===== config.mk =====
export PLATFORM = sky130hd
export DESIGN_NAME = msg_buf_engine_end_flat
export DESIGN_NICKNAME = d
export VERILOG_FILES = /design/src/core/msg_buf_pkg.sv /design/src/core/msg_buf_if.sv /design/src/core/msg_buf_engine_end.sv /design/src/flat_wrapper.sv
export SDC_FILE = /design/constraint.sdc
export NUM_CORES = 1
export LEC_CHECK = 0
export BUFFER_PORTS_ARGS = -buffer_cell sky130_fd_sc_hd__clkbuf_2
export CAP_MARGIN = 20
export CORE_MARGIN = 5
export CORE_UTILIZATION = 54
export CTS_CLUSTER_DIAMETER = 50
export DETAILED_ROUTE_END_ITERATION = 16
export PLACE_DENSITY = 0.8
export SETUP_SLACK_MARGIN = 0.02
export SYNTH_ARGS = -nofsm -noshare
export SYNTH_HDL_FRONTEND = slang
export SYNTH_SLANG_ARGS = --single-unit

===== constraint.sdc =====
create_clock -name core_clk_i -period 2.2 [get_ports core_clk_i]
set_input_delay 0.33 -clock core_clk_i [delete_from_list [all_inputs] [get_ports core_clk_i]]
set_output_delay 0.33 -clock core_clk_i [all_outputs]
set_load 0.005 [all_outputs]

===== src/core/msg_buf_pkg.sv =====
/*
  Message buffer word layout: field positions, word indices, widths.
  Assumes 16-bit buffer words, words 0..6 of one buffer.
*/
package msg_buf_pkg;
  localparam int WORD_W = 16;
  localparam int NUM_WORDS = 7;
  localparam int IDX_W = 3;
  localparam int PAYLOAD_BYTES = 8;
  // word indices
  localparam logic [2:0] W_STD_ID = 3'h0;
  localparam logic [2:0] W_EXT_HI = 3'h1;
  localparam logic [2:0] W_EXT_LO = 3'h2;
  localparam logic [2:0] W_PAY_01 = 3'h3;
  localparam logic [2:0] W_PAY_23 = 3'h4;
  localparam logic [2:0] W_PAY_45 = 3'h5;
  localparam logic [2:0] W_PAY_67 = 3'h6;
  localparam logic [2:0] W_LAST = 3'h6;
  // word 0 fields
  localparam int SID_LSB = 2;
  localparam int SID_MSB = 12;
  localparam int SRR_BIT = 1;
  localparam int IDE_BIT = 0;
  // word 1 fields
  localparam int EIDH_LSB = 0;
  localparam int EIDH_MSB = 11;
  // word 2 fields
  localparam int EIDL_LSB = 10;
  localparam int EIDL_MSB = 15;
  localparam int RTR_BIT = 9;
  localparam int RB1_BIT = 8;
  localparam int RB0_BIT = 4;
  localparam int DLC_LSB = 0;
  localparam int DLC_MSB = 3;
  localparam int EID_SPLIT = 6;
  // frame widths
  localparam int SID_W = 11;
  localparam int EID_W = 18;
  localparam int DLC_W = 4;
  localparam logic [15:0] WORD_ZERO = 16'h0000;

  typedef struct packed {
    logic [SID_W-1:0] standard_identifier;
    logic [EID_W-1:0] extended_identifier;
    logic transmit_extended_flag;
    logic srr;
    logic rtr;
    logic reserved_frame_bit_one;
    logic reserved_frame_bit_zero;
    logic [DLC_W-1:0] dlc;
    logic [PAYLOAD_BYTES-1:0][7:0] payload;
  } frame_t;

  // payload word n (3..6) holds byte 2n-6 low, 2n-5 high
  function automatic logic [WORD_W-1:0] pack_word(input frame_t f, input logic [2:0] idx);
    logic [WORD_W-1:0] w;
    w = WORD_ZERO;
    unique case (idx)
      W_STD_ID: begin
        w[SID_MSB:SID_LSB] = f.standard_identifier;
        w[SRR_BIT] = f.srr;
        w[IDE_BIT] = f.transmit_extended_flag;
      end
      W_EXT_HI: w[EIDH_MSB:EIDH_LSB] = f.extended_identifier[EID_W-1:EID_SPLIT]; // RULE_11
      W_EXT_LO: begin
        w[EIDL_MSB:EIDL_LSB] = f.extended_identifier[EID_SPLIT-1:0]; // RULE_01
        w[RTR_BIT] = f.rtr; // RULE_01
        w[RB1_BIT] = f.reserved_frame_bit_one;
        w[RB0_BIT] = f.reserved_frame_bit_zero;
        w[DLC_MSB:DLC_LSB] = f.dlc; // RULE_04
      end
      W_PAY_01: w = {f.payload[1], f.payload[0]}; // RULE_05 RULE_06
      W_PAY_23: w = {f.payload[3], f.payload[2]}; // RULE_07
      W_PAY_45: w = {f.payload[5], f.payload[4]}; // RULE_08
      W_PAY_67: w = {f.payload[7], f.payload[6]}; // RULE_09 RULE_10
      default: w = WORD_ZERO;
    endcase
    return w;
  endfunction

  function automatic frame_t unpack_word(input frame_t f, input logic [2:0] idx,
                                         input logic [WORD_W-1:0] w);
    frame_t r;
    r = f;
    unique case (idx)
      W_STD_ID: begin
        r.standard_identifier = w[SID_MSB:SID_LSB];
        r.srr = w[SRR_BIT];
        r.transmit_extended_flag = w[IDE_BIT];
      end
      W_EXT_HI: r.extended_identifier[EID_W-1:EID_SPLIT] = w[EIDH_MSB:EIDH_LSB];
      W_EXT_LO: begin
        r.extended_identifier[EID_SPLIT-1:0] = w[EIDL_MSB:EIDL_LSB];
        r.rtr = w[RTR_BIT];
        r.reserved_frame_bit_one = w[RB1_BIT];
        r.reserved_frame_bit_zero = w[RB0_BIT];
        r.dlc = w[DLC_MSB:DLC_LSB];
      end
      W_PAY_01: {r.payload[1], r.payload[0]} = w;
      W_PAY_23: {r.payload[3], r.payload[2]} = w;
      W_PAY_45: {r.payload[5], r.payload[4]} = w;
      W_PAY_67: {r.payload[7], r.payload[6]} = w;
      default: r = f;
    endcase
    return r;
  endfunction
endpackage


===== src/core/msg_buf_if.sv =====
/*
  Word stream between the protocol engine end and the buffer end.
  Assumes both ends share core_clk_i.
*/
`timescale 1ns/1ps
interface msg_buf_if;
  logic [2:0] idx;
  logic [15:0] data;
  logic valid;
  logic ready;
  logic last;

  modport engine (output idx, output data, output valid, output last, input ready);
  modport buffer (input idx, input data, input valid, input last, output ready);
endinterface


===== src/core/msg_buf_engine_end.sv =====
/*
  Engine end: packs a frame into message buffer words 0..6 and
  streams them out in order. Assumes the buffer end may stall on ready.
*/
// Function
// RULE_01 - word 2: ext id 5:0 high, remote flag bit9
// RULE_02 - software keeps both reserved bits zero
// RULE_03 - word 2 bits 7..5 read zero
// RULE_04 - length code in word 2 bits 3..0
// RULE_05 - word 3 high byte is payload byte 1
// RULE_06 - word 3 low byte is payload byte 0
// RULE_07 - word 4 holds payload bytes 3 and 2
// RULE_08 - word 5 holds payload bytes 5 and 4
// RULE_09 - word 6 high byte is payload byte 7
// RULE_10 - word 6 low byte is payload byte 6
// RULE_11 - word 1 holds ext id 17..6
// RULE_12 - word 0: std id, substitute and format flags
`timescale 1ns/1ps
module msg_buf_engine_end
  import msg_buf_pkg::*;
(
  // clock and reset
  input wire logic core_clk_i,
  input wire logic rst_n_i,
  // frame request
  input wire logic start_i,
  input frame_t frame_i,
  output logic busy_o,
  output logic reserved_err_o,
  // link
  msg_buf_if.engine link
);
  typedef enum logic [0:0] {IDLE, SEND} state_t;

  // control group
  state_t state_q;
  state_t state_d;
  logic [IDX_W-1:0] idx_q;
  logic [IDX_W-1:0] idx_d;
  logic valid_q;
  logic valid_d;
  logic busy_q;
  logic busy_d;
  logic last_q;
  logic last_d;
  // frame capture group
  frame_t frame_q;
  frame_t frame_d;
  logic err_q;
  logic err_d;
  // word output group
  logic [WORD_W-1:0] data_q;
  logic [WORD_W-1:0] data_d;
  // shared strobes
  logic accept;
  logic step;
  logic finish;

  // index of the word that follows idx
  function automatic logic [IDX_W-1:0] next_idx(input logic [IDX_W-1:0] idx);
    return idx + 3'h1;
  endfunction

  // start taken only while idle: a second one mid-burst is dropped
  assign accept = (state_q == IDLE) && start_i;
  // word handed over, more to follow
  assign step = (state_q == SEND) && link.ready && (idx_q != W_LAST);
  // last word handed over
  assign finish = (state_q == SEND) && link.ready && (idx_q == W_LAST);

  always_comb begin
    state_d = state_q;
    idx_d = idx_q;
    valid_d = valid_q;
    unique case (state_q)
      IDLE: begin
        if (accept) begin
          idx_d = W_STD_ID; // RULE_12
          valid_d = 1'b1;
          state_d = SEND;
        end
      end
      SEND: begin
        if (finish) begin
          valid_d = 1'b0;
          state_d = IDLE;
        end else if (step) begin
          idx_d = next_idx(idx_q);
        end
      end
    endcase
    // flags registered so no output is decoded from state
    busy_d = (state_d == SEND);
    last_d = (idx_d == W_LAST);
  end

  always_ff @(posedge core_clk_i or negedge rst_n_i) begin
    if (!rst_n_i) begin
      state_q <= IDLE;
      idx_q <= W_STD_ID;
      valid_q <= 1'b0;
      busy_q <= 1'b0;
      last_q <= 1'b0;
    end else begin
      state_q <= state_d;
      idx_q <= idx_d;
      valid_q <= valid_d;
      busy_q <= busy_d;
      last_q <= last_d;
    end
  end

  // reserved bits never reach the link; a set one is only reported
  always_comb begin
    frame_d = frame_q;
    err_d = err_q;
    if (accept) begin
      frame_d = frame_i;
      frame_d.reserved_frame_bit_one = 1'b0; // RULE_02
      frame_d.reserved_frame_bit_zero = 1'b0; // RULE_02
      err_d = frame_i.reserved_frame_bit_one | frame_i.reserved_frame_bit_zero;
    end
  end

  always_ff @(posedge core_clk_i or negedge rst_n_i) begin
    if (!rst_n_i) begin
      frame_q <= '0;
      err_q <= 1'b0;
    end else begin
      frame_q <= frame_d;
      err_q <= err_d;
    end
  end

  // next word packed a cycle ahead so data stands with its index
  always_comb begin
    data_d = data_q;
    if (accept) begin
      data_d = pack_word(frame_d, W_STD_ID); // RULE_12
    end else if (step) begin
      data_d = pack_word(frame_q, next_idx(idx_q)); // RULE_11
    end
  end

  always_ff @(posedge core_clk_i or negedge rst_n_i) begin
    if (!rst_n_i) begin
      data_q <= WORD_ZERO;
    end else begin
      data_q <= data_d;
    end
  end

  assign link.idx = idx_q;
  assign link.data = data_q;
  assign link.valid = valid_q;
  assign link.last = last_q;
  assign busy_o = busy_q;
  assign reserved_err_o = err_q;
endmodule // msg_buf_engine_end


===== src/flat_wrapper.sv =====
// flat-port wrapper written by rule: the top's interface ports become plain ports
module msg_buf_engine_end_flat import msg_buf_pkg::*;
  (core_clk_i, rst_n_i, start_i, frame_i, busy_o, reserved_err_o, link_idx, link_data, link_valid, link_last, link_ready);
  msg_buf_if link_i ();
  input wire logic core_clk_i;
  input wire logic rst_n_i;
  input wire logic start_i;
  input frame_t frame_i;
  output logic busy_o;
  output logic reserved_err_o;
  output wire logic [$bits(link_i.idx)-1:0] link_idx;
  output wire logic [$bits(link_i.data)-1:0] link_data;
  output wire logic [$bits(link_i.valid)-1:0] link_valid;
  output wire logic [$bits(link_i.last)-1:0] link_last;
  input wire logic [$bits(link_i.ready)-1:0] link_ready;
  assign link_idx = link_i.idx;
  assign link_data = link_i.data;
  assign link_valid = link_i.valid;
  assign link_last = link_i.last;
  assign link_i.ready = link_ready;
  msg_buf_engine_end u_core (.core_clk_i(core_clk_i), .rst_n_i(rst_n_i), .start_i(start_i), .frame_i(frame_i), .busy_o(busy_o), .reserved_err_o(reserved_err_o), .link(link_i));
endmodule

; ---- Word level (Yosys, flattened, before mapping)
; Cells that the tools add are included.
[classes]
mux = 18
bitwise_logic = 2
addsub = 1
eq_ne = 11
n_reduce_logical = 7
[ops]
columns = cell, n
row1 = $mux W102, 1
row2 = $pmux W5 S7, 1
row3 = $mux W16, 2
row4 = $pmux W4 S7, 1
row5 = $pmux W3 S6, 1
row6 = $eq A3 B3 Y1 const B, 5
row7 = $pmux W3 S5, 1
row8 = $mux W3, 3
row9 = $eq A3 B2 Y1 const B, 2
row10 = $pmux W1 S6, 1
row11 = $pmux W3 S2, 1
row12 = $logic_and A1 B1 Y1, 4
row13 = $mux W1, 4
row14 = $pmux W1 S2, 2
row15 = $add A3 B1 Y3 const B, 1
row16 = $eq A3 B1 Y1 const B, 1
row17 = $logic_not A3 Y1, 1
row18 = $ne A3 B3 Y1 const B, 1
row19 = $ne A2 B1 Y1 const B, 1
row20 = $ne A2 B2 Y1 const B, 1
row21 = $reduce_and A2 Y1, 1
row22 = $reduce_bool A2 Y1, 1
row23 = $not A1 Y1, 1
row24 = $or A1 B1 Y1, 1
[word_totals]
wordCells = 59
register_bits = 123
out_inout_bits = 23
in_bits = 106

; ---- Logic depth before layout (Yosys ltp)
; Gate-level depths: netlist of the first run.
[depth]
ltp_word = 6
depth_mapped = 8
mapped_depth_nobuf = 6

; ---- Worst setup path after synthesis of the first run
; No wires, ideal clock.
[synth_path]
path_kind = register to register
start = register u_core.idx_q[0] (netlist: u_core.link.idx[0])
end = register u_core.data_q[4] (netlist: u_core.link.data[4])
setup_ns = 0.127
stages_incl_launch_ff = 6
path_buffers = 0
arrival_ns = 1.831
required_ns = 2.073
setup_slack_ns = 0.242
period_less_slack_ns = 1.958
path_cell_list = dfrtp_1 ha_1 xor2_2 mux2_2 a2111oi_2 o21ai_1
[synth_between]
elab_chain_len = 5
word_cells_on_any_way = 14
classes_between = add/sub: 1 / eq/ne: 7 / mux: 3 / reduce/logical: 3
[synth_lines]
columns = item, line
row1 = from (decl), msg_buf_engine_end.sv:38  ; logic [IDX_W-1:0] idx_q;
row2 = from (signal assigned), msg_buf_engine_end.sv:106  ; idx_q <= idx_d;
row3 = $add A3 B1 Y3, msg_buf_engine_end.sv:61  ; return idx + 3'h1;
row4 = "$eq A3 B3 Y1, or another cell as far along", msg_buf_pkg.sv:58  ; unique case (idx)
row5 = $pmux W5 S7, msg_buf_pkg.sv:58
row6 = $mux W16, msg_buf_engine_end.sv:140  ; end else if (step) begin
row7 = $mux W16, msg_buf_engine_end.sv:138  ; if (accept) begin
row8 = to (signal assigned), msg_buf_engine_end.sv:149  ; data_q <= data_d;
row9 = to (decl), msg_buf_engine_end.sv:52  ; logic [WORD_W-1:0] data_q;
; Several ways; a longest one is shown, not always the timed one. The select of a mux whose other input is x is not followed.
; A chain may end at the register's enable or synchronous reset.

; ---- Final worst setup path of the first run
[layout_path]
start = register u_core.idx_q[1] (netlist: u_core.link.idx[1])
end = register u_core.data_q[6] (netlist: u_core.link.data[6])
[layout_between]
elab_chain_len = 5
word_cells_on_any_way = 13
classes_between = add/sub: 1 / eq/ne: 6 / mux: 3 / reduce/logical: 3
[layout_lines]
columns = item, line
row1 = $add A3 B1 Y3, msg_buf_engine_end.sv:61
row2 = "$eq A3 B3 Y1, or another cell as far along", msg_buf_pkg.sv:58
row3 = $pmux W3 S6, msg_buf_pkg.sv:58
row4 = $mux W16, msg_buf_engine_end.sv:140
row5 = $mux W16, msg_buf_engine_end.sv:138
; Several ways; a longest one is shown, not always the timed one. The select of a mux whose other input is x is not followed.

==> results of run 1 <==
-- through the flow --
| step | hold WS (ps) | instance area (um2) | std cells | setup slack (ps) | utilization |
|---|---|---|---|---|---|
| floorplan | 34.4 | 5520 | 624 | 242 | - |
| global placement | 451 | 6380 | 863 | 207 | 0.629 |
| detailed placement | 462 | 6380 | 863 | 81.6 | 0.629 |
| CTS | 0.245 | 7150 | 915 | 43.0 | 0.705 |
| global route | 7.43 | 7160 | 915 | 36.5 | 0.707 |
| finish | 4.46 | 7170 | 916 | 95.8 | 0.707 |
-- repair_timing --
action	4_1_cts	5_1_grt
hold buffers	22	0
setup endpoints to repair	1	7
hold endpoints to repair	144	0
gates resized for setup	1	3
-- tightest hold or removal path: stages --
cell      delay, ps
clkbuf_2         80
nand2_1          40
nand2_1          50
-- cell usage in the layout, fill, tap and decap left out, drive strengths merged, types with 2 or more instances in the layout --
cell type and instances:
nand2 327, clkbuf 148, dfrtp 123, dlygate4sd3 22
buf 19, a22oi 16, o21ai 15, a222oi 13
mux2 11, a21oi 10, nor2 9, a221oi 7
inv 6, a221o 6, clkinv 6, ha 6
a2bb2oi 4, a22o 3, nor3 2, or2 2
a31o 2, mux2i 2, and3 2, bufinv 2
-- report_power, final --
part	total [W]	internal (W)	switching [W]
registers	0.00414	0.00331	0.000824
clock network	0.00260	0.00164	0.000955
logic	0.00416	0.00180	0.00236
-- flip-flops by register name, indices dropped and copies added, names as in the netlist --
signal	cells
u_core.link.last	1
u_core.frame_q	100
u_core.state_q	1
u_core.reserved_err_o	1
u_core.link.data	16
u_core.link.idx	3
u_core.link.valid	1
-- kinds of logic (layout without fill, tap and decap cells) --
| logic type | after synthesis | count (layout) |
|---|---|---|
| compound gates | 84 | 84 |
| other cells | 0 | 1 |
| simple gates | 347 | 347 |
| mux | 13 | 13 |
| fa+ha+maj | 6 | 6 |
| xor+xnor | 2 | 2 |
| buf+inv | 49 | 204 |
| flops | 123 | 123 |
-- layer usage --
layer,part of all wire,global-route usage
met5,0,0
met4,0.049,0.151
met3,0.073,0.0671
met2,0.49,0.449
met1,0.39,0.335
-- final cells by class --
class,count,area share
inverters,6,0.00314
diodes,1,0.000349
clock buffers,21,0.0627
flip-flops and latches,123,0.430
well taps,136,0.0237
multi-input cells,452,0.317
repair buffers,168,0.150
clock inverters,9,0.0136
-- how the worst max path moves through the flow --
| stage | end | slack, ps | depth (start not counted) |
|---|---|---|---|
| global placement | u_core.link.data[6] | 210 | 6 |
| finish | u_core.link.data[6] | 100 | 6 |
| global route | u_core.link.data[2] | 40 | 6 |
| CTS | u_core.link.data[4] | 40 | 7 |
| detailed placement | u_core.link.last | 80 | 7 |
| floorplan | u_core.link.data[4] | 240 | 5 |
==> flow_summary.yaml, run 1 <==
outcome:
  status: "completed"
logic_synthesis:
  yosys.area.top_type: "dfrtp_1"
  syn-mean-instance-area_um2: 8.85
  yosysMostFrequentCell: "nand2_1"
  synth_seq_cells: 123
  synthArstFlopShare: 1.00
  synthAdderAreaFrac: 0.0136
  synth_mux_area_frac: 0.0261
  synth_top_area_frac: 0.558
  ys_types: 41
  yosysWarningCount: 0
  netlist_top_cells_count: "nand2_1, dfrtp_1, clkbuf_1, a22oi_1, a222oi_1"
  synth.area.top_cells: "dfrtp_1, nand2_1, a222oi_1"
  syn_nets: 736
  ys_seq_area_frac: 0.558
  synth_compound_area_frac: 0.118
  syn_inst: 624
  yosys_most_used_dff: "dfrtp_1"
  synthXorXnorAreaFrac: 0.00589
  synth_simple_gate_area_share: 0.240
  synth_top_family_by_area: "simple AND/OR/NAND/NOR gates"
  synth_edf_count: 0
  synth_area_um2: 5520
setup_path:
  worstSetupStartpointType: "flop"
  reg2reg_depth: 6
  critPathKind: "flop to flop"
  path_cells: "inv_1 -> ha_1 -> buf_4 -> a221oi_1 -> o22ai_1 -> a21o_1"
  crit_path_top_delay_cell: "a221oi_1"
  reg2reg_setup_slack_ps: 100
  timing.rr.start: "u_core.link.idx[1]"
  crit_family: "compound AO/OA/AOI/OAI gates"
  arrival_ps: 2520
  cp.required_ps: 2610
  slowest_delay_ps: 470
  path_max_fanout: 9
  rr_endpoint: "u_core.link.data[6]"
  cp-end-kind: "flop"
  critPathBufInv: 2
  critPathLaunch: "u_core.link.idx[1]"
routing:
  ant_nets: 0
  wire_per_inst_um: 17.9
  drtIter0Drc: 685
  drc: 0
  via_per_inst: 5.64
  vias: 5166
  drt-pass1-iter-count: 7
  drt-total-wl_mm: 16.4
layout:
  nets: 880
  drive_above_1_share: 0.245
  multi_input_area_um2: 2270
  fillerInstances: 717
  regArea_um2: 3080
  area_growth_pct: 29.8
die:
  dieArea_um2: 12300
  rows: 37
  die_h_um: 111
  ioPinCount: 129
  start_util: 0.544
  die_w_um: 111
  core_um2: 10100
sta:
  rsz0062_at_grt: "false"
  fmax_mhz: 475
  period_share: 0.956
  maxSlewViolCount: 0
  finalHoldViolCount: 0
  fin_skew_ps: 4.79
  tightest_slew_ps: 670
  fin_tns_setup_ps: 0
  min_period_ps: 2100
  finalSetupViolations: 0
  max_slew_margin: 0.554
grt:
  grt-ovfl-total: 0
  grt_first_pass_wirelength_mm: 27.0
  grt_start_max_net_pins: 124
  grt_pass1_vias: 5471
  antenna_found_initial: 0
  grtUsageTotal: 0.274
clock_tree:
  clk_pin_slew_ps: 60
  root_buffer: "clkbuf_8"
  post_cts_buffers: 0
  cts_sinks: 123
  clockBufferDepth: 2
  cts_made_buffers: 17
  clkLatencyLatePin_ps: 520
  htreeDepth: 4
  cts_tree: "yes"
run:
  cap_violations: 0
pwr:
  fin_total_pwr_w: 0.0109
  leakagePower_nw: 3.86
  powerDensity_nw_per_um2: 1520
  max-vdd-ir-drop_v: 0.000664
place:
  hpwl_mm: 11.0
  portBuffers: 128
  gp_congestion: 0.880
min_path:
  whs_endpoint: "u_core.frame_q[7]"
  holdCritStartpoint: "frame_i[7]"
  hold_path_depth: 3
  hp-class: "primary input to flop"
Power figures use the tool's default switching activity.
==> inputs of run 2 (changes only) <==
--- a/config.mk
+++ b/config.mk
@@ -5,13 +5,14 @@
 export SDC_FILE = /design/constraint.sdc
 export NUM_CORES = 1
 export LEC_CHECK = 0
+export ABC_AREA = 1
 export BUFFER_PORTS_ARGS = -buffer_cell sky130_fd_sc_hd__clkbuf_2
 export CAP_MARGIN = 20
 export CORE_MARGIN = 5
-export CORE_UTILIZATION = 54
+export CORE_UTILIZATION = 55
 export CTS_CLUSTER_DIAMETER = 50
 export DETAILED_ROUTE_END_ITERATION = 16
-export PLACE_DENSITY = 0.8
+export PLACE_DENSITY = 0.81
 export SETUP_SLACK_MARGIN = 0.02
 export SYNTH_ARGS = -nofsm -noshare
 export SYNTH_HDL_FRONTEND = slang
==> run 2 against run 1 <==
Global-route usage shrank 1.0 points. Flip-flop and latch count unchanged. Sequential share of layout area decreased by 1.6 points. First-iteration DRC count decreased by 18%. Hold slack worse by 3.6 ps. Setup slack improved by 120 ps.
==> flow_summary.yaml, run 2 <==
min_path:
  whs_endpoint: "u_core.frame_q[29]"
  hp-class: "primary input to flop"
  holdCritStartpoint: "frame_i[29]"
  hold_path_depth: 3
die:
  dieArea_um2: 12900
  die_h_um: 114
  start_util: 0.567
  core_um2: 10400
  ioPinCount: 129
  die_w_um: 114
  rows: 37
grt:
  grt_first_pass_wirelength_mm: 26.9
  grt_pass1_vias: 5520
  grt_start_max_net_pins: 124
  grt-ovfl-total: 0
  antenna_found_initial: 0
  grtUsageTotal: 0.264
setup_path:
  cp-end-kind: "flop"
  timing.rr.start: "u_core.link.idx[1]"
  reg2reg_depth: 9
  rr_endpoint: "u_core.link.data[7]"
  worstSetupStartpointType: "flop"
  reg2reg_setup_slack_ps: 220
  arrival_ps: 2450
  cp.required_ps: 2660
  path_max_fanout: 15
  critPathKind: "flop to flop"
sta:
  max_slew_margin: 0.524
  finalSetupViolations: 0
  rsz0062_at_grt: "false"
  fin_skew_ps: 12.5
  period_share: 0.901
  min_period_ps: 1980
  fmax_mhz: 505
  maxSlewViolCount: 0
  fin_tns_setup_ps: 0
  finalHoldViolCount: 0
  tightest_slew_ps: 714
place:
  place_inst: 1021
  gp_congestion: 0.918
  portBuffers: 128
  hpwl_mm: 10.9
clock_tree:
  cts_made_buffers: 17
  cts_sinks: 123
  clkLatencyLatePin_ps: 520
  htreeDepth: 4
  cts_tree: "yes"
  clockBufferDepth: 2
  root_buffer: "clkbuf_8"
  clk_pin_slew_ps: 60
pwr:
  leakagePower_nw: 4.22
  p_sw_frac: 0.393
  seqPwrFrac: 0.370
  powerDensity_nw_per_um2: 1460
  clkPwrFrac: 0.281
  power.internal_w: 0.00657
  p_sw_w: 0.00425
  power_frac_comb: 0.350
  max-vdd-ir-drop_v: 0.000713
routing:
  vias: 5680
  drc: 0
  drt-pass1-iter-count: 8
  via_per_inst: 5.32
  wire_per_inst_um: 15.5
  drt-total-wl_mm: 16.6
  drtIter0Drc: 560
  ant_nets: 0
layout:
  nets: 1032
  final_common_cell: "nand2_1"
  drive_above_1_share: 0.200
  final_cell_mix: "nand2_1, clkbuf_2, dfrtp_1, nand3_1, inv_1"
  num_antenna_cells: 0
  top_register: "u_core.frame_q"
  fillerInstances: 819
  area_growth_pct: 25.8
  largest_reg_flops: 100
  layoutNonFillerInstCount: 1068
logic_synthesis:
  ys_types: 22
  yosysMostFrequentCell: "nand2_1"
  yosysWarningCount: 0
  yosys.area.top_type: "dfrtp_1"
  synth_edf_count: 0
  syn_nets: 897
  synth_top_area_frac: 0.521
  synthArstFlopShare: 1.00
  ys_seq_area_frac: 0.521
  syn-mean-instance-area_um2: 7.53
  yosys_most_used_dff: "dfrtp_1"
  syn_inst: 785
  netlist_top_cells_count: "nand2_1, dfrtp_1, nand3_1, inv_1, o21ai_0"
  synth_area_um2: 5910
  synth_seq_cells: 123
  synth.area.top_cells: "dfrtp_1, nand2_1, nand3_1"
run:
  cap_violations: 0
outcome:
  status: "completed"
## run 2: changes by cell type after synthesis, sizes merged, moves of 16 or more
cell / previous run / this run
inv: 6 / 53
nand4: 1 / 20
nand3: 1 / 59
nor2: 9 / 39
nand2: 327 / 395
a22oi: 16 / 0
o21ai: 15 / 42
## run 2: worst max-delay path by stage
stage                             from                   end  slack [ps]  cells past startpoint
floorplan           u_core.link.idx[0]  u_core.link.data[10]         630                      9
global placement    u_core.link.idx[0]   u_core.link.data[8]         360                      9
detailed placement  u_core.link.idx[0]  u_core.link.data[12]         330                      9
CTS                 u_core.link.idx[1]   u_core.link.data[7]         270                      9
global route        u_core.link.idx[1]   u_core.link.data[7]          90                      9
finish              u_core.link.idx[1]   u_core.link.data[7]         220                      9
## run 2: repair_timing
item                                   in CTS  in global routing
resized for setup                           0                  0
hold buffers                               15                  1
endpoints found under the hold margin     137                  1
buffers inserted                            0                  0
## run 2: cell families (layout without fill, tap and decap cells)
| family | count (synthesis) | count (layout) | synth area share |
|---|---|---|---|
| flops | 123 | 123 | 0.521 |
| fa+ha+maj | 6 | 6 | 0.0127 |
| buf+inv | 94 | 241 | 0.0688 |
| compound gates | 47 | 47 | 0.0421 |
| simple gates | 515 | 515 | 0.356 |
## run 2: per-layer routing
layer / vias to the layer above / share of wire / track usage
li1: 2709 / - / -
met1: 2619 / 0.42 / 0.358
met2: 310 / 0.47 / 0.415
met3: 42 / 0.093 / 0.0706
met4: 0 / 0.024 / 0.0889
met5: - / 0 / 0
## run 2: power by group through the flow
stage	sequential (W)	combinational [W]	clock (W)
2_1_floorplan	0.00377	0.00271	0
3_3_place_gp	0.00396	0.00353	0
3_5_place_dp	0.00396	0.00364	0
4_1_cts	0.00397	0.00375	0.00304
5_1_grt	0.00409	0.00429	0.00315
6_report	0.00400	0.00378	0.00304
## run 2: critical path, stage by stage, from the launching register on
cell and delay, ps:
dfrtp_1 440, inv_1 130, ha_1 630, buf_4 280, nand3_1 80, nand2_1 90, nor2_1 70, nand2_1 60
nand2_1 70, nand2_1 70
## run 2: final cells by class
cell class / instances / area (um2) / share of cell area
sequential: 123 / 3080 / 0.414
multi-input combinational: 568 / 2430 / 0.327
timing repair buffer: 157 / 913 / 0.123
clock buffer: 18 / 428 / 0.0576
clock inverter: 13 / 215 / 0.0289
inverter: 53 / 199 / 0.0268
tap: 136 / 170 / 0.0229
## run 2: stage by stage
stage	util	hold WS, ps	area [um2]	power [W]	setup slack, ps
finish	0.714	0.863	7430	0.0108	219
CTS	0.713	0.327	7420	0.0108	268
global route	0.714	0.831	7430	0.0115	93.3
global placement	0.637	462	6630	0.00748	360
floorplan	-	34.4	5910	0.00648	625
detailed placement	0.637	465	6630	0.00760	327
==> inputs of run 3 (changes only) <==
--- a/config.mk
+++ b/config.mk
@@ -8,6 +8,7 @@
 export ABC_AREA = 1
 export BUFFER_PORTS_ARGS = -buffer_cell sky130_fd_sc_hd__clkbuf_2
 export CAP_MARGIN = 20
+export CORE_ASPECT_RATIO = 0.5
 export CORE_MARGIN = 5
 export CORE_UTILIZATION = 55
 export CTS_CLUSTER_DIAMETER = 50
==> run 3 against run 2 <==
Final cell count shrank 0.66%. Clock power barely moved. Sequential share of layout area grew 0.63 points. Sequential power about the same. Critical path depth unchanged. Global-route usage is 0.95 points higher. Register-to-register slack improved by 20 ps. Fmax grew 1.0%. Setup slack improved by 20 ps. Clock-buffer cell count grew 1. Critical path type unchanged. Critical endpoint unchanged.
==> flow_summary.yaml, run 3 (synthesis results as in run 2) <==
outcome:
  status: "completed"
sta:
  max_slew_margin: 0.624
  rsz0062_at_grt: "false"
  tightest_slew_ps: 564
  finalHoldViolCount: 0
  fin_tns_setup_ps: 0
  min_period_ps: 1960
  period_share: 0.891
  maxSlewViolCount: 0
  fin_skew_ps: 12.5
  fmax_mhz: 510
  finalSetupViolations: 0
setup_path:
  cp.required_ps: 2560
  slowest_delay_ps: 450
  critPathKind: "flop to flop"
  arrival_ps: 2320
  path_common_cell: "nand2_1"
  cp-end-kind: "flop"
  crit_path_top_delay_cell: "dfrtp_1"
  worstSetupStartpointType: "flop"
  reg2reg_setup_slack_ps: 240
  path_cells: "ha_1 -> inv_1 -> nand2_1 -> nand2_4 -> nor2_2 -> nor2_1 -> nor2_1 -> nand2_1 -> nand2_1"
  rr_endpoint: "u_core.link.data[7]"
  reg2reg_depth: 9
  timing.rr.start: "u_core.link.idx[0]"
  path_max_fanout: 28
layout:
  largest_reg_flops: 100
  final_cell_mix: "nand2_1, clkbuf_2, dfrtp_1, nand3_1, inv_1"
  num_antenna_cells: 0
  fin_area_um2: 7320
  nets: 1020
  fillerInstances: 877
  final_common_cell: "nand2_1"
  area_growth_pct: 23.9
  drive_above_1_share: 0.206
  layoutNonFillerInstCount: 1061
  top_register: "u_core.frame_q"
routing:
  wire_per_inst_um: 16.3
  ant_nets: 0
  drt-total-wl_mm: 17.3
  drtIter0Drc: 606
  drt-pass1-iter-count: 5
  vias: 5630
  via_per_inst: 5.31
  drc: 0
place:
  gp_congestion: 0.866
  hpwl_mm: 12.2
  place_area_um2: 6670
  place_inst: 1028
  portBuffers: 128
min_path:
  holdCritStartpoint: "frame_i[38]"
  whs_endpoint: "u_core.frame_q[38]"
  hp-class: "primary input to flop"
  hold_path_depth: 3
grt:
  antenna_found_initial: 0
  grt_first_pass_wirelength_mm: 28.1
  grtUsageTotal: 0.274
  grt_pass1_vias: 5430
  grt-ovfl-total: 0
  grt_start_max_net_pins: 95
pwr:
  seqPwrFrac: 0.368
  max-vdd-ir-drop_v: 0.000715
  power_frac_comb: 0.354
  p_sw_frac: 0.401
  power.internal_w: 0.00656
  clkPwrFrac: 0.278
  powerDensity_nw_per_um2: 1500
  leakagePower_nw: 4.17
  p_sw_w: 0.00439
die:
  start_util: 0.571
  ioPinCount: 129
  die_w_um: 157
  core_um2: 10300
  die_h_um: 83.3
  dieArea_um2: 13000
  rows: 26
clock_tree:
  root_buffer: "clkbuf_16"
  cts_made_buffers: 17
  htreeDepth: 4
  cts_sinks: 123
  clkLatencyLatePin_ps: 420
  clk_pin_slew_ps: 60
  clockBufferDepth: 2
  cts_tree: "yes"
run:
  cap_violations: 0
-- run 3: power groups by stage --
| stage | Clock (W) | Combinational, W | Sequential [W] |
|---|---|---|---|
| floorplan | 0 | 0.00271 | 0.00377 |
| global route | 0.00315 | 0.00437 | 0.00412 |
| detailed placement | 0 | 0.00378 | 0.00400 |
| CTS | 0.00305 | 0.00383 | 0.00400 |
| finish | 0.00305 | 0.00387 | 0.00403 |
| global placement | 0 | 0.00363 | 0.00401 |
-- run 3: worst max path at each step --
stage | from | to | slack (ps) | cells after the start
after floorplan | u_core.link.idx[0] | u_core.link.data[10] | 630 | 9
after global placement | u_core.link.idx[0] | u_core.link.data[0] | 380 | 10
after detailed placement | u_core.link.idx[0] | u_core.link.data[7] | 340 | 9
after CTS | u_core.link.idx[0] | u_core.link.data[7] | 280 | 9
after global routing | u_core.link.idx[0] | u_core.link.data[7] | 90 | 9
final | u_core.link.idx[0] | u_core.link.data[7] | 240 | 9
-- run 3: metrics by stage --
stage	setup WS [ps]	hold WS (ps)	utilization	total power, W
6_report	239	97.7	0.708	0.0110
2_1_floorplan	625	34.4	-	0.00648
5_1_grt	86.8	109	0.708	0.0116
4_1_cts	278	98.6	0.708	0.0109
3_3_place_gp	384	342	0.645	0.00763
3_5_place_dp	338	356	0.645	0.00778
-- run 3: final cells by class --
cell class	instances	area (um2)	area share
inverter	53	199	0.0272
tap	140	175	0.0239
timing repair buffer	145	798	0.109
multi-input combinational	568	2430	0.332
clock buffer	19	453	0.0618
sequential	123	3080	0.420
clock inverter	13	189	0.0258
-- run 3: timing repair --
| action | CTS | global route |
|---|---|---|
| gates resized for setup | 0 | 0 |
| hold buffers | 1 | 0 |
| setup buffers | 0 | 0 |
| hold endpoints to repair | 37 | 0 |
-- run 3: worst max-delay path, delay by kind of cell, from the launching register on --
family	cells	cell delay (ps)
flip-flops	1	450
adder cells (fa/ha/maj)	1	270
AND/OR/NAND/NOR	7	1090
buffers and inverters	1	90
-- run 3: layer usage --
metal,GRT usage,part of all wire,wire length (um)
met5,0,0,0
met2,0.381,0.43,7470
met4,0.0835,0.014,241
met3,0.0763,0.096,1660
met1,0.413,0.46,7970
